<file path="src/logic/adc_irq_pkg.sv">
// Purpose: shared constants and carriers for the converter event and result block
// Assumes: 8-bit register port, 100 MHz system clock
// Notes:   register offsets have no documented address; the map below is local
package adc_irq_pkg;

    // ------------------------------------------------------------
    // register map
    // ------------------------------------------------------------
    localparam logic [3:0] OFF_CONTROL0     = 4'h0;
    localparam logic [3:0] OFF_FLAG         = 4'h1;
    localparam logic [3:0] OFF_ENABLE       = 4'h2;
    localparam logic [3:0] OFF_INTCTL0      = 4'h3;
    localparam logic [3:0] OFF_RESULT_LOW   = 4'h4;
    localparam logic [3:0] OFF_RESULT_HIGH  = 4'h5;
    localparam logic [3:0] OFF_ERROR_LOW    = 4'h6;
    localparam logic [3:0] OFF_ERROR_HIGH   = 4'h7;
    localparam logic [3:0] OFF_LTH_LOW      = 4'h8;
    localparam logic [3:0] OFF_LTH_HIGH     = 4'h9;
    localparam logic [3:0] OFF_UTH_LOW      = 4'ha;
    localparam logic [3:0] OFF_UTH_HIGH     = 4'hb;
    localparam logic [3:0] OFF_TRIGGER      = 4'hc;
    localparam logic [3:0] OFF_CHARGE_PUMP  = 4'hd;

    // ------------------------------------------------------------
    // field positions
    // ------------------------------------------------------------
    localparam int BIT_FMT0       = 2;   // control0: format_select_bit0
    localparam int BIT_CLKSEL     = 4;   // control0: 1 selects dedicated_rc_clock
    localparam int BIT_DONE       = 0;   // flag register: conversion_done_flag
    localparam int BIT_IRQ_EN     = 0;   // enable register: conversion_irq_enable
    localparam int BIT_GIE        = 7;   // interrupt_control_reg0: global_irq_enable
    localparam int BIT_CHARGE_PUMP_ON       = 7;   // charge_pump_on
    localparam int BIT_CHARGE_PUMP_READY      = 0;   // charge_pump_ready
    localparam logic [7:0] TRIGGER_MASK   = 8'h1f;
    localparam logic [7:0] CONTROL0_MASK  = 8'h14;

    // ------------------------------------------------------------
    // reset values and timing
    // ------------------------------------------------------------
    localparam logic [7:0]  RESET_BYTE   = 8'h00;
    localparam logic [15:0] RESET_WORD   = 16'h0000;
    localparam int          RESULT_BITS  = 12;
    localparam int          JUSTIFY_SHIFT = 16 - RESULT_BITS;
    localparam int          RC_SYNC_STAGES = 2;

    typedef struct packed {
        logic [3:0] addr;
        logic [7:0] wdata;
        logic       write;
        logic       read;
    } reg_req_t;

    typedef enum logic [1:0] {
        CORE_RUN    = 2'b00,
        CORE_HALT   = 2'b01,
        CORE_RESUME = 2'b10
    } core_state_t;

endpackage

</file>
<file path="src/logic/adc_irq_and_result_format.sv">
// Purpose: completion flag, interrupt request, wake from halt and result justification
// Assumes: conversion done arrives as a one-cycle pulse on the system clock;
//          the halt request and sequencing handshakes come from core logic on the same clock
// Notes:   control writes that leave the rc clock selected are delayed through a
//          two-stage pipeline so the converter sees them late, as the rc domain would
//
// Chosen here: the address map and the address-and-strobe port.
`timescale 1ns/10ps
`default_nettype none

// Operation
// done flag sets at every conversion end; here a done pulse while halted without the rc clock is ignored
// software clears flag; hardware never clears it
// request only when flag and enable set
// converting in halt only with rc clock
// enabled completion interrupt wakes halted device
// after wake, next instruction always executes
// vector only if both enables set
// 12-bit result left or right justified
// software result writes stored right justified
// fmt bit0 clear: written data reads shifted left four
// control logic follows selected conversion clock
// hardware set beats software clear
module adc_irq_and_result_format (
    input  wire logic                     clock,
    input  wire logic                     rst_n,
    input  wire adc_irq_pkg::reg_req_t    regReq,
    output logic [7:0]                    readData,
    input  wire logic                     convDone,
    input  wire logic [11:0]              convResult,
    input  wire logic [15:0]              convError,
    input  wire logic                     chargePumpReadyIn,
    input  wire logic                     haltRequest,
    input  wire logic                     nextInstrDone,
    output logic                          convClockRun,
    output logic                          irqRequest,
    output logic                          coreHalted,
    output logic                          execNextInstr,
    output logic                          vectorToIsr
);

    // ------------------------------------------------------------
    // functions
    // ------------------------------------------------------------
    function automatic logic [15:0] justify(input logic [11:0] value, input logic leftJust);
        justify = leftJust ? {value, 4'h0} : {4'h0, value};
    endfunction

    function automatic logic isWrite(input adc_irq_pkg::reg_req_t req, input logic [3:0] off);
        isWrite = req.write && (req.addr == off);
    endfunction

    // ------------------------------------------------------------
    // register state
    // ------------------------------------------------------------
    logic [7:0]  control0_reg,   control0_next;
    logic [7:0]  ctlDly1_reg,    ctlDly1_next;
    logic [7:0]  ctlDly2_reg,    ctlDly2_next;
    logic        doneFlag_reg,   doneFlag_next;
    logic        irqEnable_reg,  irqEnable_next;
    logic        globalEn_reg,   globalEn_next;
    logic [15:0] result_reg,     result_next;
    logic [15:0] lowerTh_reg,    lowerTh_next;
    logic [15:0] upperTh_reg,    upperTh_next;
    logic [7:0]  trigger_reg,    trigger_next;
    logic        charge_pump_on_reg,       charge_pump_on_next;
    logic        cpSync1_reg,    cpSync2_reg;
    logic [7:0]  readData_next;
    logic        effFmt0;
    logic        effRc;
    logic        doneSet;

    // control bits as the converter sees them: immediate on system clock, late on rc
    assign effFmt0 = control0_reg[adc_irq_pkg::BIT_CLKSEL] ?
                     ctlDly2_reg[adc_irq_pkg::BIT_FMT0] : control0_reg[adc_irq_pkg::BIT_FMT0];
    assign effRc   = control0_reg[adc_irq_pkg::BIT_CLKSEL] ?
                     ctlDly2_reg[adc_irq_pkg::BIT_CLKSEL] : 1'b0;

    // a halted core stops the system-clock path, so a done pulse only counts on rc there
    assign doneSet = convDone && (!coreHalted || effRc);

    always_comb begin
        control0_next  = control0_reg;
        ctlDly1_next   = control0_reg;
        ctlDly2_next   = ctlDly1_reg;
        doneFlag_next  = doneFlag_reg;
        irqEnable_next = irqEnable_reg;
        globalEn_next  = globalEn_reg;
        result_next    = result_reg;
        lowerTh_next   = lowerTh_reg;
        upperTh_next   = upperTh_reg;
        trigger_next   = trigger_reg;
        charge_pump_on_next      = charge_pump_on_reg;
        if (isWrite(regReq, adc_irq_pkg::OFF_CONTROL0)) begin
            control0_next = regReq.wdata & adc_irq_pkg::CONTROL0_MASK;
        end
        if (isWrite(regReq, adc_irq_pkg::OFF_FLAG) && !regReq.wdata[adc_irq_pkg::BIT_DONE]) begin
            doneFlag_next = 1'b0;
        end
        if (doneSet) begin
            doneFlag_next = 1'b1;
        end
        if (isWrite(regReq, adc_irq_pkg::OFF_ENABLE)) begin
            irqEnable_next = regReq.wdata[adc_irq_pkg::BIT_IRQ_EN];
        end
        if (isWrite(regReq, adc_irq_pkg::OFF_INTCTL0)) begin
            globalEn_next = regReq.wdata[adc_irq_pkg::BIT_GIE];
        end
        // software writes land right justified whatever the format
        if (isWrite(regReq, adc_irq_pkg::OFF_RESULT_LOW)) begin
            result_next[7:0] = regReq.wdata;
        end
        if (isWrite(regReq, adc_irq_pkg::OFF_RESULT_HIGH)) begin
            result_next[15:8] = regReq.wdata;
        end
        if (doneSet) begin
            result_next = {4'h0, convResult};
        end
        if (isWrite(regReq, adc_irq_pkg::OFF_LTH_LOW))  lowerTh_next[7:0]  = regReq.wdata;
        if (isWrite(regReq, adc_irq_pkg::OFF_LTH_HIGH)) lowerTh_next[15:8] = regReq.wdata;
        if (isWrite(regReq, adc_irq_pkg::OFF_UTH_LOW))  upperTh_next[7:0]  = regReq.wdata;
        if (isWrite(regReq, adc_irq_pkg::OFF_UTH_HIGH)) upperTh_next[15:8] = regReq.wdata;
        if (isWrite(regReq, adc_irq_pkg::OFF_TRIGGER)) begin
            trigger_next = regReq.wdata & adc_irq_pkg::TRIGGER_MASK;
        end
        if (isWrite(regReq, adc_irq_pkg::OFF_CHARGE_PUMP)) begin
            charge_pump_on_next = regReq.wdata[adc_irq_pkg::BIT_CHARGE_PUMP_ON];
        end
    end

    always_ff @(posedge clock or negedge rst_n) begin
        if (!rst_n) begin
            control0_reg  <= adc_irq_pkg::RESET_BYTE;
            ctlDly1_reg   <= adc_irq_pkg::RESET_BYTE;
            ctlDly2_reg   <= adc_irq_pkg::RESET_BYTE;
            doneFlag_reg  <= 1'b0;
            irqEnable_reg <= 1'b0;
            globalEn_reg  <= 1'b0;
            result_reg    <= adc_irq_pkg::RESET_WORD;
            lowerTh_reg   <= adc_irq_pkg::RESET_WORD;
            upperTh_reg   <= adc_irq_pkg::RESET_WORD;
            trigger_reg   <= adc_irq_pkg::RESET_BYTE;
            charge_pump_on_reg      <= 1'b0;
            cpSync1_reg   <= 1'b0;
            cpSync2_reg   <= 1'b0;
        end else begin
            control0_reg  <= control0_next;
            ctlDly1_reg   <= ctlDly1_next;
            ctlDly2_reg   <= ctlDly2_next;
            doneFlag_reg  <= doneFlag_next;
            irqEnable_reg <= irqEnable_next;
            globalEn_reg  <= globalEn_next;
            result_reg    <= result_next;
            lowerTh_reg   <= lowerTh_next;
            upperTh_reg   <= upperTh_next;
            trigger_reg   <= trigger_next;
            charge_pump_on_reg      <= charge_pump_on_next;
            cpSync1_reg   <= chargePumpReadyIn;
            cpSync2_reg   <= cpSync1_reg;
        end
    end

    assign irqRequest   = doneFlag_reg && irqEnable_reg;
    assign convClockRun = !coreHalted || effRc;

    // ------------------------------------------------------------
    // halt and wake sequencing
    // ------------------------------------------------------------
    adc_irq_pkg::core_state_t coreState_reg, coreState_next;
    logic                     vector_reg,    vector_next;

    always_comb begin
        coreState_next = coreState_reg;
        vector_next    = 1'b0;
        case (coreState_reg)
            adc_irq_pkg::CORE_RUN: begin
                if (haltRequest) begin
                    coreState_next = adc_irq_pkg::CORE_HALT;
                end
            end
            adc_irq_pkg::CORE_HALT: begin
                if (irqRequest) begin
                    coreState_next = adc_irq_pkg::CORE_RESUME;
                end
            end
            adc_irq_pkg::CORE_RESUME: begin
                // the following instruction runs first; vectoring waits for it
                if (nextInstrDone) begin
                    coreState_next = adc_irq_pkg::CORE_RUN;
                    vector_next    = irqRequest && globalEn_reg;
                end
            end
            default: begin
                coreState_next = adc_irq_pkg::CORE_RUN;
            end
        endcase
    end

    always_ff @(posedge clock or negedge rst_n) begin
        if (!rst_n) begin
            coreState_reg <= adc_irq_pkg::CORE_RUN;
            vector_reg    <= 1'b0;
        end else begin
            coreState_reg <= coreState_next;
            vector_reg    <= vector_next;
        end
    end

    assign coreHalted    = (coreState_reg == adc_irq_pkg::CORE_HALT);
    assign execNextInstr = (coreState_reg == adc_irq_pkg::CORE_RESUME);
    assign vectorToIsr   = vector_reg;

    // ------------------------------------------------------------
    // read port
    // ------------------------------------------------------------
    logic [15:0] resultView;
    // stored value is right justified; left format moves it up four places
    assign resultView = justify(result_reg[11:0], !effFmt0);

    always_comb begin
        readData_next = 8'h00;
        if (regReq.read) begin
            case (regReq.addr)
                adc_irq_pkg::OFF_CONTROL0:    readData_next = control0_reg;
                adc_irq_pkg::OFF_FLAG:        readData_next = {7'h00, doneFlag_reg};
                adc_irq_pkg::OFF_ENABLE:      readData_next = {7'h00, irqEnable_reg};
                adc_irq_pkg::OFF_INTCTL0:     readData_next = {globalEn_reg, 7'h00};
                adc_irq_pkg::OFF_RESULT_LOW:  readData_next = resultView[7:0];
                adc_irq_pkg::OFF_RESULT_HIGH: readData_next = resultView[15:8];
                adc_irq_pkg::OFF_ERROR_LOW:   readData_next = convError[7:0];
                adc_irq_pkg::OFF_ERROR_HIGH:  readData_next = convError[15:8];
                adc_irq_pkg::OFF_LTH_LOW:     readData_next = lowerTh_reg[7:0];
                adc_irq_pkg::OFF_LTH_HIGH:    readData_next = lowerTh_reg[15:8];
                adc_irq_pkg::OFF_UTH_LOW:     readData_next = upperTh_reg[7:0];
                adc_irq_pkg::OFF_UTH_HIGH:    readData_next = upperTh_reg[15:8];
                adc_irq_pkg::OFF_TRIGGER:     readData_next = trigger_reg;
                adc_irq_pkg::OFF_CHARGE_PUMP: readData_next = {charge_pump_on_reg, 6'h00, cpSync2_reg};
                default:                      readData_next = 8'h00;
            endcase
        end
    end

    always_ff @(posedge clock or negedge rst_n) begin
        if (!rst_n) begin
            readData <= 8'h00;
        end else begin
            readData <= readData_next;
        end
    end

endmodule

`default_nettype wire

</file>
<file path="config.mk">
export PLATFORM = sky130hd
export DESIGN_NAME = adc_irq_and_result_format
export DESIGN_NICKNAME = d
export VERILOG_FILES = /design/src/logic/adc_irq_pkg.sv /design/src/logic/adc_irq_and_result_format.sv
export SDC_FILE = /design/constraint.sdc
export NUM_CORES = 1
export LEC_CHECK = 0
export BUFFER_PORTS_ARGS = -buffer_cell sky130_fd_sc_hd__buf_2
export CAP_MARGIN = 5
export CORE_UTILIZATION = 51
export DETAILED_ROUTE_END_ITERATION = 12
export GPL_TIMING_DRIVEN = 0
export HOLD_SLACK_MARGIN = 0.12
export PLACE_DENSITY_LB_ADDON = 0.12
export SYNTH_ARGS = -nofsm -noshare
export SYNTH_HDL_FRONTEND = slang
export SYNTH_SLANG_ARGS = --single-unit
</file>
<file path="constraint.sdc">
create_clock -name clock -period 1.6 [get_ports clock]
set_input_delay 0.24 -clock clock [delete_from_list [all_inputs] [get_ports clock]]
set_output_delay 0.24 -clock clock [all_outputs]
set_load 0.05 [all_outputs]
</file>
After elaboration in Yosys (flattened, before gate mapping)
Index checks and enable logic that the tools add are counted.
- eq/ne operators: 18
- mux-type cells: 16
- reduce and logical (&&, ||, !) cells: 25
- operators by type and width (kind ; count):
    $pmux 8 s14 ; 1
    $eq 4x4->1 const B ; 6
    $eq 4x3->1 const B ; 4
    $logic_and 1x1->1 ; 16
    $mux 16 ; 1
    $mux 8 ; 2
    $mux 12 ; 1
    $eq 4x2->1 const B ; 2
    $mux 1 ; 6
    $mux 2 ; 3
    $ne 2x2->1 const B ; 3
    $pmux 2 s3 ; 1
    $reduce_bool 2->1 ; 3
    $eq 4x1->1 const B ; 1
    $logic_not 4->1 ; 1
    $mux 4 ; 1
    $reduce_and 3->1 ; 1
    $eq 2x1->1 const B ; 1
    $eq 2x2->1 const B ; 1
    $logic_not 1->1 ; 2
    $logic_not 2->1 ; 1
    $logic_or 1x1->1 ; 1
- register bits after elaboration: 72
- input port bits: 48
- output and inout port bits: 13

Depth between registers and ports, before layout
Gate-level depths: netlist of run 1.
- depth after elaboration: 5
- gate-level depth with buffers: 7

Least setup slack after synthesis of run 1
No wires, ideal clock.
- kind: flip-flop to flip-flop
- from: register coreState_reg[1]
- to: register result_reg[2]
- library setup time: 0.128 ns
- data arrival time: 1.816 ns
- required time: 1.472 ns
- slack: -0.344 ns
- stages on the path, launching flop included: 6
- cells stage by stage: dfrtp_1 > nor2b_2 > a21bo_1 > buf_4 > mux2_2 > mux2_1
- longest elaborated chain between the ends: 5
- ends and longest elaborated chain (item ; line ; source):
    start, declared ; adc_irq_and_result_format.sv:169 ; adc_irq_pkg::core_state_t coreState_reg, coreState_next;
    start signal, assigned ; adc_irq_and_result_format.sv:201 ; coreState_reg <= adc_irq_pkg::CORE_RUN;
    start signal, assigned ; adc_irq_and_result_format.sv:204 ; coreState_reg <= coreState_next;
    $eq 2x1->1 * ; adc_irq_and_result_format.sv:209 ; assign coreHalted = (coreState_reg == adc_irq_pkg::CORE_HALT);
    named net coreHalted ; adc_irq_and_result_format.sv:37 ; output logic coreHalted,
    $logic_not 1->1 * ; adc_irq_and_result_format.sv:80 ; assign doneSet = convDone && (!coreHalted || effRc);
    $logic_or 1x1->1 * ; adc_irq_and_result_format.sv:80 ;
    $logic_and 1x1->1 * ; adc_irq_and_result_format.sv:80 ;
    $mux 12 / $reduce_bool 2->1 (equally long branches) ; - ;
    end signal, assigned ; adc_irq_and_result_format.sv:139 ; result_reg <= adc_irq_pkg::RESET_WORD;
    end signal, assigned ; adc_irq_and_result_format.sv:153 ; result_reg <= result_next;
    end, declared ; adc_irq_and_result_format.sv:62 ; logic [15:0] result_reg, result_next;
Mark *: on every way through the listed nets, which the timed path passes. The rest lies on a longest branch.
A chain may end at the register's enable or synchronous reset.

Final worst setup path of run 1
- from: register control0_reg[4]
- to: register readData[1]
- longest elaborated chain between the ends: 4
- ends and longest elaborated chain (item ; line ; source):
    start, declared ; adc_irq_and_result_format.sv:56 ; logic [7:0] control0_reg, control0_next;
    start signal, assigned ; adc_irq_and_result_format.sv:133 ; control0_reg <= adc_irq_pkg::RESET_BYTE;
    start signal, assigned ; adc_irq_and_result_format.sv:147 ; control0_reg <= control0_next;
    $mux 1 ; adc_irq_and_result_format.sv:74 ; assign effFmt0 = control0_reg[adc_irq_pkg::BIT_CLKSEL] ?
    $mux 16 ; adc_irq_and_result_format.sv:46 ; justify = leftJust ? {value, 4'h0} : {4'h0, value};
    $pmux 8 s14 ; adc_irq_and_result_format.sv:223 ; case (regReq.addr)
    $mux 8 ; adc_irq_and_result_format.sv:222 ; if (regReq.read) begin
    named net readData_next[1] ; adc_irq_and_result_format.sv:68 ; logic [7:0] readData_next;
    end signal, assigned ; adc_irq_and_result_format.sv:247 ; readData <= readData_next;
    end, declared ; adc_irq_and_result_format.sv:28 ; output logic [7:0] readData,
The timed path passes the listed nets, and every way through them passes these cells.

==> results of run 1 <==
==> metal layers <==
metal | global-route usage [%] | vias up | share of wire (%)
li1 | - | 1308 | -
met1 | 38.8 | 1413 | 44
met2 | 43.2 | 113 | 46
met3 | 5.97 | 18 | 8.2
met4 | 12.7 | 0 | 1.8
met5 | 0 | - | 0
==> stage by stage <==
stage | power [mW] | utilization (%) | hold WS (ns) | setup slack [ns] | cells
2_1_floorplan | 3.85 | - | -0.0556 | -0.117 | 305
3_3_place_gp | 4.27 | 60.7 | 0.333 | -0.272 | 460
3_5_place_dp | 4.35 | 61.2 | 0.160 | -0.281 | 461
4_1_cts | 6.13 | 66.7 | 0.126 | -0.109 | 488
5_1_grt | 6.48 | 67.6 | 0.148 | -0.162 | 493
6_report | 6.19 | 67.6 | 0.126 | -0.115 | 493
==> synth_stat cells, types with 4 or more instances <==
| cell | count |
|---|---|
| a22o_1 | 7 |
| inv_1 | 4 |
| a21oi_1 | 12 |
| mux2_1 | 36 |
| nand2b_1 | 7 |
| nand2_1 | 20 |
| buf_4 | 6 |
| and3_1 | 5 |
| buf_2 | 6 |
| mux2i_1 | 4 |
| nand3_1 | 4 |
| nor2b_1 | 6 |
| dfrtp_1 | 72 |
| a32oi_1 | 5 |
| and3b_1 | 8 |
| nor2_1 | 9 |
| o21ai_0 | 7 |
| a22oi_1 | 6 |
| mux2_2 | 31 |
| a31oi_1 | 6 |
==> power by group <==
| part | internal (mW) | switching [mW] | total, mW |
|---|---|---|---|
| Clock | 0.799 | 0.703 | 1.50 |
| Combinational | 1.13 | 0.952 | 2.08 |
| Sequential | 2.29 | 0.320 | 2.61 |
==> logic make-up (layout without fill, tap and decap cells) <==
family	count (synthesis)	in the layout	synth area share (%)
flops	72	72	48.9
mux	74	74	23.2
buf+inv	21	113	3.19
simple gates	78	78	13.0
compound gates	60	60	11.7
==> worst paths after layout <==
path / endpoint / slack, ns / start / cells after the start
max: readData[1]$_DFF_PN0_ / -0.12 / control0_reg[4]$_DFFE_PN0P_ / 5
min: result_reg[10]$_DFFE_PN0P_ / 0.13 / convResult[10] / 3
max reg2reg: readData[1]$_DFF_PN0_ / -0.12 / control0_reg[4]$_DFFE_PN0P_ / 5
min reg2reg: cpSync2_reg$_DFF_PN0_ / 0.35 / cpSync1_reg$_DFF_PN0_ / 0
max in group asynchronous: trigger_reg[1]$_DFFE_PN0P_ / 0.72 / rst_n / 3
min in group asynchronous: result_reg[3]$_DFFE_PN0P_ / 0.32 / rst_n / 2
==> what timing repair did <==
action                     4_1_cts  5_1_grt
setup endpoints to repair       15       25
buffers inserted                 7        5
gates cloned                     1        0
hold buffers                     3        0
pin swaps                        2        3
gates resized for setup         13        9
hold endpoints to repair        27        0
==> final cells by class <==
type / count / share of cell area (%)
plain buffers: 17 / 2.64
clock buffers: 11 / 3.26
clock inverters: 5 / 1.19
inverters: 4 / 0.323
multi-input cells: 212 / 40.6
flip-flops and latches: 72 / 38.8
well taps: 96 / 2.59
repair buffers: 76 / 10.5
==> worst max-delay path: stages (launching register included) <==
cell and delay [ns]:
dfrtp_2 0.42, mux2i_4 0.31, buf_4 0.15, mux2_2 0.31
a222oi_1 0.29, a21oi_1 0.11
==> metrics.txt, run 1 <==
commonest non-fill, non-tap cells in the layout=71 x dfrtp_1, 61 x buf_2, 25 x mux2_1, 24 x mux2_2, 20 x nand2_1; Tcrit/Tclk final=107%; initial detailed-routing violation count=165; CTS H-tree lvls=3; CP required=1.84 ns; min-delay worst type=input port to flip-flop; setup TNS=-0.652 ns; Synth Warn #=0; status=finished with violations; share of synthesized registers carrying an async set or reset=100%; post-synth top area share=48.9%; largest net degree at the start of global routing=52; # IOs=61; Final Hold Vio Count=0; Vert. Die Dim=87 µm; failing checks=setup timing; post-DR vias/cell=5.78; DRT Wirelength=about 10000 µm; CTS sink cnt=72; die width=87 µm; CP Launch Type=flip-flop; max-slew violation count=0; first-pass GRT wire length=15400 µm; number of buffer cells added on primary ports=59; Clock Skew=0.00945 ns; First-pass DRT Iterations=4; vias in the first global route=2764; post-layout min period=1.72 ns; CP Capture Type=flip-flop; TritonCTS clock tree=built; PwrDens=1330 mW/mm²; cell taking the most area after synthesis=dfrtp_1; Reg clk slew, reported paths=about 0.08 ns; All-Layer GR Usage=28.3%; Root Driver=clkbuf_8; Distinct cells, synth=53; Worst Tran Pin Value=0.505 ns; WL per Instance=20.1 µm; P_leak=approximately 2.2 nW; worst path arrival time=approximately 2 ns; share of cells above drive strength 1=around two fifths; post-route ant nets=0; GPL Wtd Cong=0.852; hpwl dp=between 6000 and 7000 µm; Initial Util=53.6%; EDFF count, synth=0; Avg Cell Area, Syn=12.1 µm²; Core Region=0.00687 mm²; critical path class=flip-flop to flip-flop; post-synthesis sequential area ratio=48.9%; initial antenna violation count=0; most common cell after layout, fill and taps aside=dfrtp_1; Mapped Nets=roughly 350; # Max-Cap Violations=0; grt ovf=0; Area growth, synth to finish=26.0%; Seq cells post-synth=72; row count=30; CTS Buf Count=9; worst skew pair latency=between 0.3 and 0.4 ns; register area=0.00180 mm²; Diodes inserted=0; Longest Clk Path Bufs=2; # nets final=between 400 and 500; relative max-transition margin=about two thirds; final setup fails=10; Multi-input gate area=0.00189 mm²; fillers=about 530; DRC Markers=0; RSZ-0062 raised after global routing=true; full die area=between 0.007 and 0.008 mm²; via count=2852; Synth area leaders=dfrtp_1 49%, mux2_1 11%, mux2_2 9.5%; Final WS setup=-0.115 ns; placed instance area=0.00420 mm²; synthesized area=0.00368 mm²; worst vdd ir=about 0.00063 V; Cells after Synth=305; maximum clock rate=0.583 GHz; Crit Path Max Fanout=4; post-route cell area=0.00464 mm²; Synth Flop Type=dfrtp_1
No activity file was read; power rests on OpenSTA's default activity.
==> inputs of run 2 (changes only) <==
PLACE_DENSITY_LB_ADDON = 0.2   (was 0.12)
==> run 2 against run 1 <==
Compared with the run above:
- the flow still finishes with violations (setup timing)
- worst setup slack improved by 0.033 ns
- global-route usage is 0.54 points lower
- sequential share of layout area increased by 0.26 points
- clock power down 3%
- cell count down 0.41%
- largest power group unchanged
==> metrics.txt, run 2 (same netlist as run 1, synthesis figures left out) <==
maximum clock rate=0.594 GHz (+1.9%); Area growth, synth to finish=25.1%; worst path arrival time=1.91 ns (-0.04 ns); PnR Total Power=6.14 mW (-0.84%); WL per Instance=20.2 µm (+0.58%); post-layout min period=1.68 ns (-0.0325 ns); CP Launch Type=flip-flop; PwrDens=1330 mW/mm² (-0.17%); RSZ-0062 raised after global routing=true; Tcrit/Tclk final=105% (-2.0 points); All-Layer GR Usage=27.7% (-0.54 points); share of cells above drive strength 1=41.3% (-0.044 points); Layout Cells excl Fill=491 (-0.41%); row count=30 (unchanged); Core Region=0.00687 mm² (unchanged); DP Worst Slack=-0.274 ns (+0.00667 ns); Reg2Reg Depth=5 (unchanged); CTS Buf Count=9 (unchanged); # IOs=61 (unchanged); Final WS setup=-0.0826 ns (+0.0325 ns); first-pass GRT wire length=15200 µm (-0.98%); number of buffer cells added on primary ports=59 (unchanged); commonest non-fill, non-tap cells in the layout=71 x dfrtp_1, 64 x buf_2, 24 x mux2_2, 24 x mux2_1, 20 x nand2_1; post-DR vias/cell=5.90 (+2.0%); switching portion of total power=32.0% (+0.11 points); worst r2r dst=readData[2]$_DFF_PN0_; hold endpoint=result_reg[8]$_DFFE_PN0P_; Reg clk slew, reported paths=0.07 ns (about the same); max-slew violation count=0 (unchanged); Diodes inserted=0 (unchanged); NetSw=1.96 mW (-0.51%); CP max stage cell=dfrtp_2; Clk pwr share=23.8% (-0.5 points); hpwl dp=6600 µm (-3.2%); grt ovf=0 (unchanged); min-delay worst type=input port to flip-flop; worst skew pair latency=0.36 ns (about the same); Vert. Die Dim=87 µm (unchanged); die width=87 µm (unchanged); DRC Markers=0 (unchanged); P_leak=2.17 nW (-1.2%); CTS sink cnt=72 (unchanged); Root Driver=clkbuf_8; placed cell count=460 (-0.22%); internal power=4.17 mW (-1.0%); Initial Util=53.6% (unchanged); critical path cell sequence=mux2i_4, buf_6, mux2_4, a222oi_1, a31oi_1; sequential share of power=42.9% (+0.8 points); GPL Wtd Cong=0.905 (+6.2%); initial antenna violation count=0 (unchanged); post-route ant nets=0 (unchanged); DRT Wirelength=9930 µm (+0.17%); Worst Tran Pin Value=0.900 ns (+0.395 ns); vias in the first global route=2775 (+0.40%); most common cell after layout, fill and taps aside=dfrtp_1; largest net degree at the start of global routing=73 (+40%); worst vdd ir=0.000546 V (-13%); worst hold path depth=3 (unchanged); CP required=1.83 ns (about the same); status=finished with violations; fin util=67.1% (-0.46 points); fillers=532 (+1.3%); First-pass DRT Iterations=4 (unchanged); Final Hold Vio Count=0 (unchanged); Clock Skew=0.00595 ns (-0.00350 ns); max incr delay on CP=0.42 ns (about the same); final setup fails=8 (-2); TritonCTS clock tree=built; Longest Clk Path Bufs=2 (unchanged); hold path startpoint=convResult[8]; # nets final=438 (-0.45%); CTS H-tree lvls=3 (unchanged); reg-to-reg slack, setup=-0.08 ns (+0.03 ns); via count=2898 (+1.6%); initial detailed-routing violation count=225 (+36%); full die area=0.00757 mm² (unchanged); Crit Path Max Fanout=8 (+4); # Max-Cap Violations=0 (unchanged); critical path class=flip-flop to flip-flop; Gate power share=33.3% (-0.3 points); relative max-transition margin=40.0% (-26 points); worst r2r src=control0_reg[4]$_DFFE_PN0P_; CP Capture Type=flip-flop; failing checks=setup timing; setup TNS=-0.272 ns (+0.380 ns)
-- run 2: critical path, delay by kind of cell (launching register included) --
| kind | cells | cell delay, ns |
|---|---|---|
| compound gates | 2 | 0.35 |
| buf+inv | 1 | 0.18 |
| flops | 1 | 0.42 |
| mux | 2 | 0.61 |
-- run 2: area by class of cell --
class	count	area (µm²)	area share, %
clock buffers	13	159	3.45
plain buffers	17	126	2.74
repair buffers	74	435	9.44
well taps	96	120	2.61
multi-input cells	212	1910	41.5
inverters	4	15.0	0.326
flip-flops and latches	72	1800	39.1
clock inverters	3	40.0	0.868
-- run 2: how the worst max path moves through the flow --
| stage | start | end | depth (start not counted) |
|---|---|---|---|
| 2_1_floorplan | coreState_reg[1]$_DFFE_PN0P_ | result_reg[0]$_DFFE_PN0P_ | 5 |
| 3_3_place_gp | regReq[12] | upperTh_reg[3]$_DFFE_PN0P_ | 6 |
| 3_5_place_dp | regReq[12] | upperTh_reg[5]$_DFFE_PN0P_ | 6 |
| 4_1_cts | control0_reg[4]$_DFFE_PN0P_ | readData[4]$_DFF_PN0_ | 4 |
| 5_1_grt | control0_reg[4]$_DFFE_PN0P_ | readData[2]$_DFF_PN0_ | 5 |
| 6_report | control0_reg[4]$_DFFE_PN0P_ | readData[2]$_DFF_PN0_ | 5 |
-- run 2: through the flow --
step | area (µm²) | hold slack [ns]
6_report | 4610 | 0.132
5_1_grt | 4610 | 0.163
4_1_cts | 4470 | 0.123
3_5_place_dp | 4180 | 0.339
3_3_place_gp | 4170 | 0.333
2_1_floorplan | 3760 | -0.0556
-- run 2: what timing repair did --
item,4_1_cts,5_1_grt
hold endpoints to repair,75,0
pin swaps,0,5
setup buffers,3,8
endpoints found under the setup margin,15,15
cloned,0,1
gates resized for setup,10,12
hold buffers,3,0
-- run 2: power groups by stage --
stage / clock network [mW] / logic, mW / registers, mW
2_1_floorplan: 0 / 1.28 / 2.58
3_3_place_gp: 0 / 1.65 / 2.61
3_5_place_dp: 0 / 1.71 / 2.63
4_1_cts: 1.48 / 1.82 / 2.61
5_1_grt: 1.57 / 2.18 / 2.68
6_report: 1.46 / 2.05 / 2.63
-- run 2: layer usage --
metal,share of wire (%),up-vias,track usage (%)
li1,-,1302,-
met1,44,1456,37.5
met2,48,116,43.5
met3,5.9,24,6.45
met4,2.4,0,10.8
met5,0,-,0
